File: config.mk
export PLATFORM = sky130hd
export DESIGN_NAME = rfb_top
export DESIGN_NICKNAME = d
export VERILOG_FILES = /design/src/rtl/rfb_pkg.sv /design/src/rtl/rfb_fifo.sv /design/src/rtl/rfb_top.sv
export SDC_FILE = /design/constraint.sdc
export NUM_CORES = 1
export LEC_CHECK = 0
export BUFFER_PORTS_ARGS = -buffer_cell sky130_fd_sc_hd__buf_2
export CELL_PAD_IN_SITES_DETAIL_PLACEMENT = 1
export CELL_PAD_IN_SITES_GLOBAL_PLACEMENT = 1
export CORE_UTILIZATION = 30
export CTS_CLUSTER_DIAMETER = 80
export CTS_CLUSTER_SIZE = 25
export DETAILED_ROUTE_END_ITERATION = 8
export PLACE_DENSITY_LB_ADDON = 0.1
export SLEW_MARGIN = 30
export SYNTH_ARGS = -nofsm -noshare
export SYNTH_HDL_FRONTEND = slang
export SYNTH_SLANG_ARGS = --single-unit
export TNS_END_PERCENT = 50
File: constraint.sdc
create_clock -name clk -period 4 [get_ports clk]
set_input_delay 0.6 -clock clk [delete_from_list [all_inputs] [get_ports clk]]
set_output_delay 0.6 -clock clk [all_outputs]
set_load 0.02 [all_outputs]
File: src/rtl/rfb_pkg.sv
// Shared constants, carrier types and helpers for the registered fanout buffer
package rfb_pkg;

  // ****************************************
  // Widths and depths
  // ****************************************
  localparam int unsigned RFB_WIDTH      = 13;  // Register stage width
  localparam int unsigned RFB_COPIES     = 2;   // Output copies per bit
  localparam int unsigned RFB_FIFO_DEPTH = 16;  // Words buffered between capture and outputs

  // ****************************************
  // Reset values
  // ****************************************
  localparam logic [RFB_WIDTH-1:0] RFB_DATA_RST = 13'h0000;  // Registers and outputs low
  localparam logic                 RFB_PIN_RST  = 1'h0;      // Receiver view while disabled

  // ****************************************
  // Carrier types
  // ****************************************
  // Everything sampled from the pins in one cycle
  typedef struct packed {
    logic                 clk_true;
    logic                 clk_comp;
    logic [RFB_WIDTH-1:0] data;
  } rfb_pins_t;

  // Both output copies of the register stage
  typedef struct packed {
    logic [RFB_WIDTH-1:0] copy_a;
    logic [RFB_WIDTH-1:0] copy_b;
  } rfb_outs_t;

  // ****************************************
  // Helpers
  // ****************************************
  // True clock rising while the complementary clock falls
  function automatic logic rfb_crossing(input rfb_pins_t prev, input rfb_pins_t cur);
    rfb_crossing = !prev.clk_true && cur.clk_true && prev.clk_comp && !cur.clk_comp;
  endfunction

endpackage

File: src/rtl/rfb_fifo.sv
// Synchronous FIFO with valid/ready on both sides
`timescale 1ns/1ps
module rfb_fifo
  import rfb_pkg::*;
#(
  parameter int unsigned WIDTH = RFB_WIDTH,
  parameter int unsigned DEPTH = RFB_FIFO_DEPTH
) (
  input  wire logic             clk,        // System clock
  input  wire logic             rst_n,      // Synchronous reset, active low
  input  wire logic             in_valid,   // Write request
  output logic                  in_ready,   // Room for a word
  input  wire logic [WIDTH-1:0] in_data,    // Word to store
  output logic                  out_valid,  // A word is waiting
  input  wire logic             out_ready,  // Consumer takes the word
  output logic      [WIDTH-1:0] out_data    // Oldest word
);

  localparam int unsigned AW = (DEPTH > 1) ? $clog2(DEPTH) : 1;
  localparam logic [AW:0] CNT_FULL = (AW+1)'(DEPTH);
  localparam logic [AW:0] CNT_ZERO = '0;
  localparam logic [AW-1:0] PTR_LAST = AW'(DEPTH - 1);

  typedef struct packed {
    logic [DEPTH-1:0][WIDTH-1:0] mem;
    logic [AW-1:0]               wr_ptr;
    logic [AW-1:0]               rd_ptr;
    logic [AW:0]                 count;
  } rfb_fifo_st_t;

  rfb_fifo_st_t st_q;
  rfb_fifo_st_t st_d;
  logic         push;
  logic         pop;

  // ****************************************
  // Handshake
  // ****************************************
  // Honest flags straight from the occupancy count
  assign in_ready  = (st_q.count != CNT_FULL);
  assign out_valid = (st_q.count != CNT_ZERO);
  assign out_data  = st_q.mem[st_q.rd_ptr];
  assign push      = in_valid && in_ready;
  assign pop       = out_valid && out_ready;

  // ****************************************
  // Next state
  // ****************************************
  // Pointer wrap and count update
  always_comb begin
    st_d = st_q;
    if (push) begin
      st_d.mem[st_q.wr_ptr] = in_data;
      st_d.wr_ptr = (st_q.wr_ptr == PTR_LAST) ? '0 : st_q.wr_ptr + 1'b1;
    end
    if (pop) begin
      st_d.rd_ptr = (st_q.rd_ptr == PTR_LAST) ? '0 : st_q.rd_ptr + 1'b1;
    end
    if (push && !pop) begin
      st_d.count = st_q.count + 1'b1;
    end else if (pop && !push) begin
      st_d.count = st_q.count - 1'b1;
    end
  end

  // Register the state
  always_ff @(posedge clk) begin
    if (!rst_n) begin
      st_q <= '0;
    end else begin
      st_q <= st_d;
    end
  end

endmodule

File: src/rtl/rfb_top.sv
// Thirteen-bit registered buffer with two output copies per bit
// Contract
// - A thirteen-bit register stage is presented on twenty-six outputs.
// - Each registered bit drives an A copy and a B copy that always match.
// - Data is sampled when the true clock rises while the complementary clock falls and capture_ready is high, and both copies follow it once drain_ready is high.
// - While reset is low every register is cleared, both copy outputs and receiver_enable are low, and capture_ready is high.
// - While reset is low the input receivers are off and floating inputs have no effect.
`timescale 1ns/1ps
module rfb_top
  import rfb_pkg::*;
(
  input  wire logic                 clk,                  // System clock, 200 MHz
  input  wire logic                 rst_n,                // Synchronous reset, active low
  input  wire logic                 clk_true_in,          // True half of the differential clock pin
  input  wire logic                 clk_comp_in,          // Complementary half of the clock pin
  input  wire logic [RFB_WIDTH-1:0] data_in,              // Data pins
  input  wire logic                 drain_ready,          // Outputs may advance
  output logic                      capture_ready,        // Buffer can take a capture
  output logic                      receiver_enable,      // Input receivers active
  output logic      [RFB_WIDTH-1:0] first_copy_outputs,   // A copy of the register stage
  output logic      [RFB_WIDTH-1:0] second_copy_outputs   // B copy of the register stage
);

  // ****************************************
  // State
  // ****************************************
  typedef struct packed {
    rfb_pins_t            sync1;   // First synchroniser stage
    rfb_pins_t            sync2;   // Second synchroniser stage
    rfb_pins_t            prev;    // Previous settled sample
    logic                 rx_en;   // Receivers on
    rfb_outs_t            outs;    // Output register stage
  } rfb_state_t;

  rfb_state_t           st_q;
  rfb_state_t           st_d;
  rfb_pins_t            pins_in;
  rfb_pins_t            pins_seen;
  logic                 cap_valid;
  logic                 cap_ready;
  logic                 buf_valid;
  logic [RFB_WIDTH-1:0] buf_data;
  logic                 buf_take;

  // ****************************************
  // Receivers
  // ****************************************
  // Raw pins feed only the first synchroniser stage, no gating ahead of it
  assign pins_in = '{clk_true: clk_true_in, clk_comp: clk_comp_in, data: data_in};

  // Synchronised view is blanked while the receivers are off
  always_comb begin
    pins_seen = st_q.sync2;
    if (!st_q.rx_en) begin
      pins_seen = '{clk_true: RFB_PIN_RST, clk_comp: RFB_PIN_RST, data: RFB_DATA_RST};
    end
  end

  // ****************************************
  // Capture and drain
  // ****************************************
  // One capture per clock-pair crossing
  assign cap_valid = st_q.rx_en && rfb_crossing(st_q.prev, pins_seen);
  assign buf_take  = buf_valid && drain_ready;
  assign capture_ready = cap_ready;

  rfb_fifo #(
    .WIDTH (RFB_WIDTH),
    .DEPTH (RFB_FIFO_DEPTH)
  ) u_fifo (
    .clk       (clk),
    .rst_n     (rst_n),
    .in_valid  (cap_valid),
    .in_ready  (cap_ready),
    .in_data   (pins_seen.data),
    .out_valid (buf_valid),
    .out_ready (drain_ready),
    .out_data  (buf_data)
  );

  // ****************************************
  // Next state
  // ****************************************
  // Synchronise pins, track last sample, load both copies
  always_comb begin
    st_d       = st_q;
    st_d.rx_en = 1'b1;
    st_d.sync1 = pins_in;
    st_d.sync2 = st_q.sync1;
    st_d.prev  = pins_seen;
    // Without a drained word the outputs hold
    if (buf_take) begin
      st_d.outs.copy_a = buf_data;
      st_d.outs.copy_b = buf_data;
    end
  end

  // Register the state; reset clears everything and disables receivers
  always_ff @(posedge clk) begin
    if (!rst_n) begin
      st_q.sync1 <= '{clk_true: RFB_PIN_RST, clk_comp: RFB_PIN_RST, data: RFB_DATA_RST};
      st_q.sync2 <= '{clk_true: RFB_PIN_RST, clk_comp: RFB_PIN_RST, data: RFB_DATA_RST};
      st_q.prev  <= '{clk_true: RFB_PIN_RST, clk_comp: RFB_PIN_RST, data: RFB_DATA_RST};
      st_q.rx_en <= 1'b0;
      st_q.outs  <= '{copy_a: RFB_DATA_RST, copy_b: RFB_DATA_RST};
    end else begin
      st_q <= st_d;
    end
  end

  // ****************************************
  // Outputs
  // ****************************************
  // Both copies straight from flip-flops
  assign first_copy_outputs  = st_q.outs.copy_a;
  assign second_copy_outputs = st_q.outs.copy_b;
  assign receiver_enable     = st_q.rx_en;

endmodule

==> results of run 1 <==
-- flip-flops by register name (all words and copies together), names as in the netlist --
name / count
u_fifo.st_q: 221
st_q: 17
st_d: 15
second_copy_outputs: 13
receiver_enable: 1
-- cell families (layout without fill, tap and decap cells) --
family	count (synthesis)	in the layout	synth area share
simple gates	323	323	0.1258
fa+ha+maj	10	10	0.01152
compound gates	83	83	0.04552
mux	290	290	0.2803
xor+xnor	6	6	0.004563
flops	267	267	0.4641
buf+inv	133	99	0.06822
-- per-layer routing --
layer,vias up,routed length [um]
li1,3694,-
met1,3819,15090
met2,83,14760
met3,21,933
met4,0,334
met5,-,0
-- critical path, cell delays in order (launching register included) --
cell     delay (ns)
dfxtp_1        0.37
or4_1          0.67
o21a_1         0.49
inv_1          0.19
ha_1           0.19
inv_1          0.11
fa_1           0.42
a21o_1         0.18
a21oi_1        0.18
mux2i_1        0.24
mux2i_1        0.19
-- power groups by stage --
stage / Sequential [mW] / Combinational (mW) / Clock [mW]
6_report: 2.93 / 0.980 / 2.06
5_1_grt: 2.95 / 1.07 / 2.26
4_1_cts: 2.94 / 1.00 / 2.16
3_5_place_dp: 3.00 / 0.997 / 0
3_3_place_gp: 2.99 / 0.997 / 0
2_1_floorplan: 2.87 / 0.899 / 0
-- how the worst max path moves through the flow --
stage / start / endpoint / slack, ns / depth (start not counted)
after floorplan: u_fifo.st_q[0] / u_fifo.st_q[4] / 1.01 / 12
after global placement: u_fifo.st_q[0] / u_fifo.st_q[4] / 0.79 / 10
after detailed placement: u_fifo.st_q[0] / u_fifo.st_q[4] / 0.75 / 10
after CTS: u_fifo.st_q[0] / u_fifo.st_q[4] / 0.71 / 10
after global routing: u_fifo.st_q[0] / u_fifo.st_q[4] / 0.46 / 10
final: u_fifo.st_q[0] / u_fifo.st_q[4] / 0.72 / 10
-- stage by stage --
stage | instance area (sq um) | worst slack [ns] | util | hold WS, ns | instances
final | 12440 | 0.7205 | 0.3295 | 0.2835 | 1589
after floorplan | 11520 | 1.011 | - | 0.4119 | 1112
after CTS | 12410 | 0.7053 | 0.3288 | 0.2514 | 1588
after detailed placement | 11780 | 0.7482 | 0.3121 | 0.4206 | 1557
after global routing | 12440 | 0.4646 | 0.3295 | 0.2544 | 1589
after global placement | 11780 | 0.7863 | 0.3120 | 0.4178 | 1557
-- layout make-up --
cell class                      count  area [sq um]
Clock inverter                     12         156.4
Fill cell                        4192         25310
Tap cell                          511         639.4
Clock buffer                       19         475.5
Inverter                            6         22.52
Timing Repair Buffer               62         394.1
Sequential cell                   267          5351
Multi-Input combinational cell    712          5403
-- placed cells by master (no fill, tap or decap), drive strengths merged, types with 3 or more instances in the layout --
cell / Yosys / routed
nand2: 229 / 229
ha: 9 / 9
a21oi: 16 / 16
and2: 36 / 36
o21ai: 15 / 15
mux2i: 264 / 264
buf: 67 / 61
mux4: 26 / 26
o21a: 4 / 4
nor3: 16 / 16
dfxtp: 267 / 267
xnor2: 5 / 5
nor2: 6 / 6
inv: 6 / 13
clkbuf: 60 / 20
clkinv: 0 / 4
nor2b: 5 / 5
a31oi: 3 / 3
a22oi: 12 / 12
a21o: 3 / 3
and3: 15 / 15
o22ai: 24 / 24
==> flow_summary.json, run 1 <==
{
  "status": "finished clean",
  "synth_nets": 1140,
  "rrSetupSlack_ns": 0.72,
  "combinationalPowerShare": 0.164,
  "yosysMostFrequentCell": "dfxtp_1",
  "yosys_warnings": 0,
  "cts.sinks": 267,
  "synth-edff-count": 0,
  "wire_per_inst_um": 19.58,
  "dr.pass1.iters": 4,
  "synthFlopType": "dfxtp_1",
  "finalCritPeriodShare": 0.8199,
  "die_h_um": 197.9,
  "slew_viol_final": 0,
  "overflow": 0,
  "p_leak_nw": 4.017,
  "setup_viol": 0,
  "rsz0062_at_grt": "false",
  "clk_pin_slew_ns": 0.09,
  "reg2regPathDepth": 10,
  "met1_usage": 0.2161,
  "grt_max_degree": 89,
  "intPower_mw": 4.123,
  "hold_end": "st_d[46]",
  "fmax_mhz": 304.9,
  "drc": 0,
  "grt_util_met3": 0.02078,
  "core_area_sq_um": 37760,
  "hold_buffers": 0,
  "dp_hpwl_um": 18710,
  "vdd_drop_max_v": 0.0002343,
  "routed_wl_um": 31120,
  "ys_ff_latch": 267,
  "final_nets": 1095,
  "ant_nets": 0,
  "cap_violations": 0,
  "sw_frac_of_total": 0.3092,
  "grt_pass1_wl_um": 48130,
  "root_buffer": "clkbuf_16",
  "ios": 46,
  "synth.distinct_cells": 48,
  "drt_iter0_drc": 318,
  "seqPwrFrac": 0.491,
  "dieArea_sq_um": 39180,
  "grt.busiest_layer": "met2",
  "tightestPinTransition_ns": 0.8449,
  "fin_total_pwr_mw": 5.968,
  "avgSynthCellArea_sq_um": 10.36,
  "synth_top_cells_by_area": "dfxtp_1 46%, mux2i_1 23%, nand2_1 7.5%",
  "synth.yosys.seq_area_share": 0.4641,
  "synth-async-reset-ratio": 0,
  "grt_pass1_vias": 7926,
  "start_util": 0.3051,
  "numCtsBuffers": 18,
  "crit_required_ns": 4.46,
  "hold_path_class": "input port to flop",
  "timing_worst_setup_path_type": "flop to flop",
  "diodes": 0,
  "hold_start": "data_in[4]",
  "netlist.area_leader.share": 0.4641,
  "pwr_density_cell_nw_per_um2": 479.7,
  "p_sw_mw": 1.845,
  "cts_tree": "done",
  "end_kind": "flop",
  "rows": 71,
  "synthToLayoutAreaGrowth_pct": 8.028,
  "clk-insertion-delay-late_ns": 0.52,
  "slew_headroom": 0.4350,
  "worstPathMaxFanout": 17,
  "grt_use_total": 0.1617,
  "syn_area_sq_um": 11520,
  "layout_min_cycle_time_ns": 3.280,
  "post_cts_buffers": 0,
  "synthesis.instances": 1112,
  "use_met2": 0.2806,
  "ctsResizeCount": 0,
  "clock-skew-final_ns": 0.02048,
  "start_kind": "flop",
  "hold_depth": 2,
  "yosys-top-cells-count": "267 x dfxtp_1, 264 x mux2i_1, 229 x nand2_1",
  "critPathArrivalTime_ns": 3.73,
  "finalHoldViolations": 0,
  "viasPerCell": 4.794,
  "vias": 7617,
  "routabilityCongestion": 0.7194,
  "htreeDepth": 1,
  "power.share.clock": 0.344,
  "antenna_found_initial": 0,
  "synth_top_area_cell": "dfxtp_1",
  "drive_above_1_share": 0.1327,
  "io_buffers": 45,
  "r2r_start": "u_fifo.st_q[0]",
  "setup_tns_ns": 0,
  "cts_buffer_depth": 3,
  "die_w_um": 197.9,
  "r2r-end": "u_fifo.st_q[4]"
}
Note: power is estimated with default switching activity, not from simulation.
==> inputs of run 2 (changes only) <==
--- a/config.mk
+++ b/config.mk
@@ -5,6 +5,7 @@
 export SDC_FILE = /design/constraint.sdc
 export NUM_CORES = 1
 export LEC_CHECK = 0
+export ABC_AREA = 1
 export BUFFER_PORTS_ARGS = -buffer_cell sky130_fd_sc_hd__buf_2
 export CELL_PAD_IN_SITES_DETAIL_PLACEMENT = 1
 export CELL_PAD_IN_SITES_GLOBAL_PLACEMENT = 1
==> constraint.sdc (replaced) <==
create_clock -name clk -period 2.82 [get_ports clk]
set_input_delay 0.423 -clock clk [delete_from_list [all_inputs] [get_ports clk]]
set_output_delay 0.423 -clock clk [all_outputs]
set_load 0.02 [all_outputs]
==> flow_summary.json, run 2 <==
{
  "status": "finished clean",
  "vdd_drop_max_v": 0.0005760,
  "start_kind": "flop",
  "setup_viol": 0,
  "yosysMostFrequentCell": "nand2_1",
  "pwr_density_cell_nw_per_um2": 706.8,
  "syn_area_sq_um": 12930,
  "htreeDepth": 1,
  "post_cts_buffers": 0,
  "synth-simple-area-share": 0.3835,
  "die_h_um": 209.6,
  "diodes": 0,
  "intPower_mw": 6.256,
  "ios": 46,
  "io_buffers": 45,
  "hold_end": "st_d[54]",
  "combinationalPowerShare": 0.270,
  "reg2regPathDepth": 13,
  "netlist.area_leader.share": 0.4132,
  "synth_top_family_by_area": "simple AND/OR/NAND/NOR gates",
  "die_w_um": 209.6,
  "p_leak_nw": 7.306,
  "hold_buffers": 0,
  "avgSynthCellArea_sq_um": 6.391,
  "largest_reg_flops": 221,
  "synthAdderAreaFrac": 0.01025,
  "critPathArrivalTime_ns": 2.79,
  "timing_worst_setup_path_type": "flop to flop",
  "ys_ff_latch": 267,
  "hold_start": "data_in[12]",
  "antenna_found_initial": 0,
  "r2r-end": "u_fifo.st_q[3]",
  "root_buffer": "clkbuf_16",
  "drc": 0,
  "clk_pin_slew_ns": 0.08,
  "vias": 12058,
  "rows": 75,
  "finalHoldViolations": 0,
  "slew_viol_final": 0,
  "layout_min_cycle_time_ns": 2.363,
  "end_kind": "flop",
  "viasPerCell": 4.745,
  "synth_compound_area_frac": 0.05204,
  "synth_nets": 2052,
  "tightestPinTransition_ns": 0.8350,
  "final_nets": 2013,
  "mostFrequentLayoutCells": "627 x nand2_1, 325 x nor2_1, 265 x dfxtp_1",
  "synth_mux_area_frac": 0,
  "synth.distinct_cells": 24,
  "grt_max_degree": 107,
  "rsz0062_at_grt": "false",
  "ctsResizeCount": 0,
  "synth.yosys.seq_area_share": 0.4132,
  "grt_use_total": 0.2058,
  "synthXorXnorAreaFrac": 0.002031,
  "finalCritPeriodShare": 0.8380,
  "power.share.clock": 0.330,
  "dp_hpwl_um": 27590,
  "final_cells": 2541,
  "cts_tree": "done",
  "clock-skew-final_ns": 0.03388,
  "hold_depth": 3,
  "yosys_warnings": 0,
  "hold_path_class": "input port to flop",
  "cap_violations": 0,
  "routabilityCongestion": 0.7696,
  "largest-register": "u_fifo.st_q",
  "core_area_sq_um": 42230,
  "sw_frac_of_total": 0.3786,
  "routed_wl_um": 44470,
  "fmax_mhz": 423.1,
  "drive_above_1_share": 0.07692,
  "synth-async-reset-ratio": 0,
  "grt_pass1_vias": 12093,
  "slew_headroom": 0.4427,
  "numCtsBuffers": 23,
  "grt_pass1_wl_um": 70300,
  "wire_per_inst_um": 17.50,
  "final_common_cell": "nand2_1",
  "setup_tns_ns": 0,
  "start_util": 0.3063,
  "synth-edff-count": 0,
  "synth_top_cells_by_area": "dfxtp_1 41%, nand2_1 18%, nor2_1 9.4%",
  "clk-insertion-delay-late_ns": 0.56,
  "dr.pass1.iters": 5,
  "overflow": 0,
  "drt_iter0_drc": 577,
  "cts.sinks": 267,
  "placed_cells": 2499,
  "dieArea_sq_um": 43950,
  "synthFlopType": "dfxtp_1",
  "seqPwrFrac": 0.400,
  "r2r_start": "u_fifo.st_q[0]",
  "synthToLayoutAreaGrowth_pct": 10.12,
  "synth_top_area_cell": "dfxtp_1",
  "rrSetupSlack_ns": 0.46,
  "ant_nets": 0,
  "worstPathMaxFanout": 5,
  "p_sw_mw": 3.812,
  "cts_buffer_depth": 3,
  "crit_required_ns": 3.25,
  "yosys-top-cells-count": "627 x nand2_1, 325 x nor2_1, 267 x dfxtp_1",
  "synthesis.instances": 2024
}
==> run 2: cell types whose count changed after synthesis, sizes merged, moves of 15 or more <==
| cell | previous run | this run |
|---|---|---|
| nand2 | 229 | 627 |
| nor2 | 6 | 325 |
| mux2i | 264 | 0 |
| inv | 6 | 255 |
| nand3 | 2 | 184 |
| a21oi | 16 | 84 |
| nand4 | 0 | 55 |
| and2 | 36 | 0 |
| o21ai | 15 | 49 |
| buf | 67 | 94 |
| mux4 | 26 | 0 |
| o22ai | 24 | 0 |
| and3 | 15 | 0 |
==> run 2: area by class of cell <==
type                       count  area, sq um
clock buffer                  26        586.8
tap                          539        674.4
inverter                     255        958.4
multi-input combinational   1342         5812
timing repair buffer          96        689.4
sequential                   267         5350
fill                        5428        27980
clock inverter                16        172.7
==> run 2: through the flow <==
stage	worst slack, ns	total power, mW	hold WS [ns]	util	area, sq um
2_1_floorplan	0.3905	6.011	0.3905	-	12930
3_3_place_gp	0.5780	6.888	0.3950	0.3193	13480
3_5_place_dp	0.4530	6.897	0.4002	0.3193	13480
4_1_cts	0.4366	10.27	0.009860	0.3373	14240
5_1_grt	0.1523	10.66	0.01907	0.3373	14240
6_report	0.4567	10.07	0.03924	0.3373	14240
==> run 2: power groups by stage <==
stage               registers, mW  clock network, mW  logic [mW]
finish                       4.02               3.32        2.72
global route                 4.05               3.59        3.03
CTS                          4.03               3.45        2.79
detailed placement           4.12                  0        2.78
global placement             4.11                  0        2.78
floorplan                    4.06                  0        1.95
==> run 2: critical path, stage by stage (launching register included) <==
cell and delay [ns]:
dfxtp_1 0.37, nor2_1 0.26, nand3_4 0.12, nand2_1 0.16
inv_1 0.10, ha_1 0.21, inv_1 0.17, ha_1 0.31
a21oi_1 0.22, nand2_1 0.07, nand2_1 0.06, nand3_1 0.06
o211ai_1 0.09, inv_1 0.05
==> run 2: cells by family (layout without fill, tap and decap cells) <==
| group | Yosys count | count (layout) |
|---|---|---|
| XOR/XNOR | 3 | 3 |
| AND/OR/NAND/NOR | 1195 | 1195 |
| adder cells (fa/ha/maj) | 10 | 10 |
| flip-flops | 267 | 267 |
| buffers and inverters | 415 | 393 |
| AO/OA/AOI/OAI | 134 | 134 |
==> run 2: how the worst max path moves through the flow <==
stage | cells after the start | to | start | slack, ns
after floorplan | 15 | u_fifo.st_q[4] | receiver_enable | 0.39
after global placement | 14 | u_fifo.st_q[4] | u_fifo.st_q[0] | 0.58
after detailed placement | 13 | u_fifo.st_q[3] | u_fifo.st_q[0] | 0.45
after CTS | 13 | u_fifo.st_q[3] | u_fifo.st_q[0] | 0.44
after global routing | 13 | u_fifo.st_q[3] | u_fifo.st_q[1] | 0.15
final | 13 | u_fifo.st_q[3] | u_fifo.st_q[0] | 0.46
==> run 2: routing by layer <==
metal | global-route usage | wire (um)
met1 | 0.2771 | 21670
met2 | 0.3512 | 20980
met3 | 0.01930 | 895
met4 | 0.05412 | 932
met5 | 0 | 0
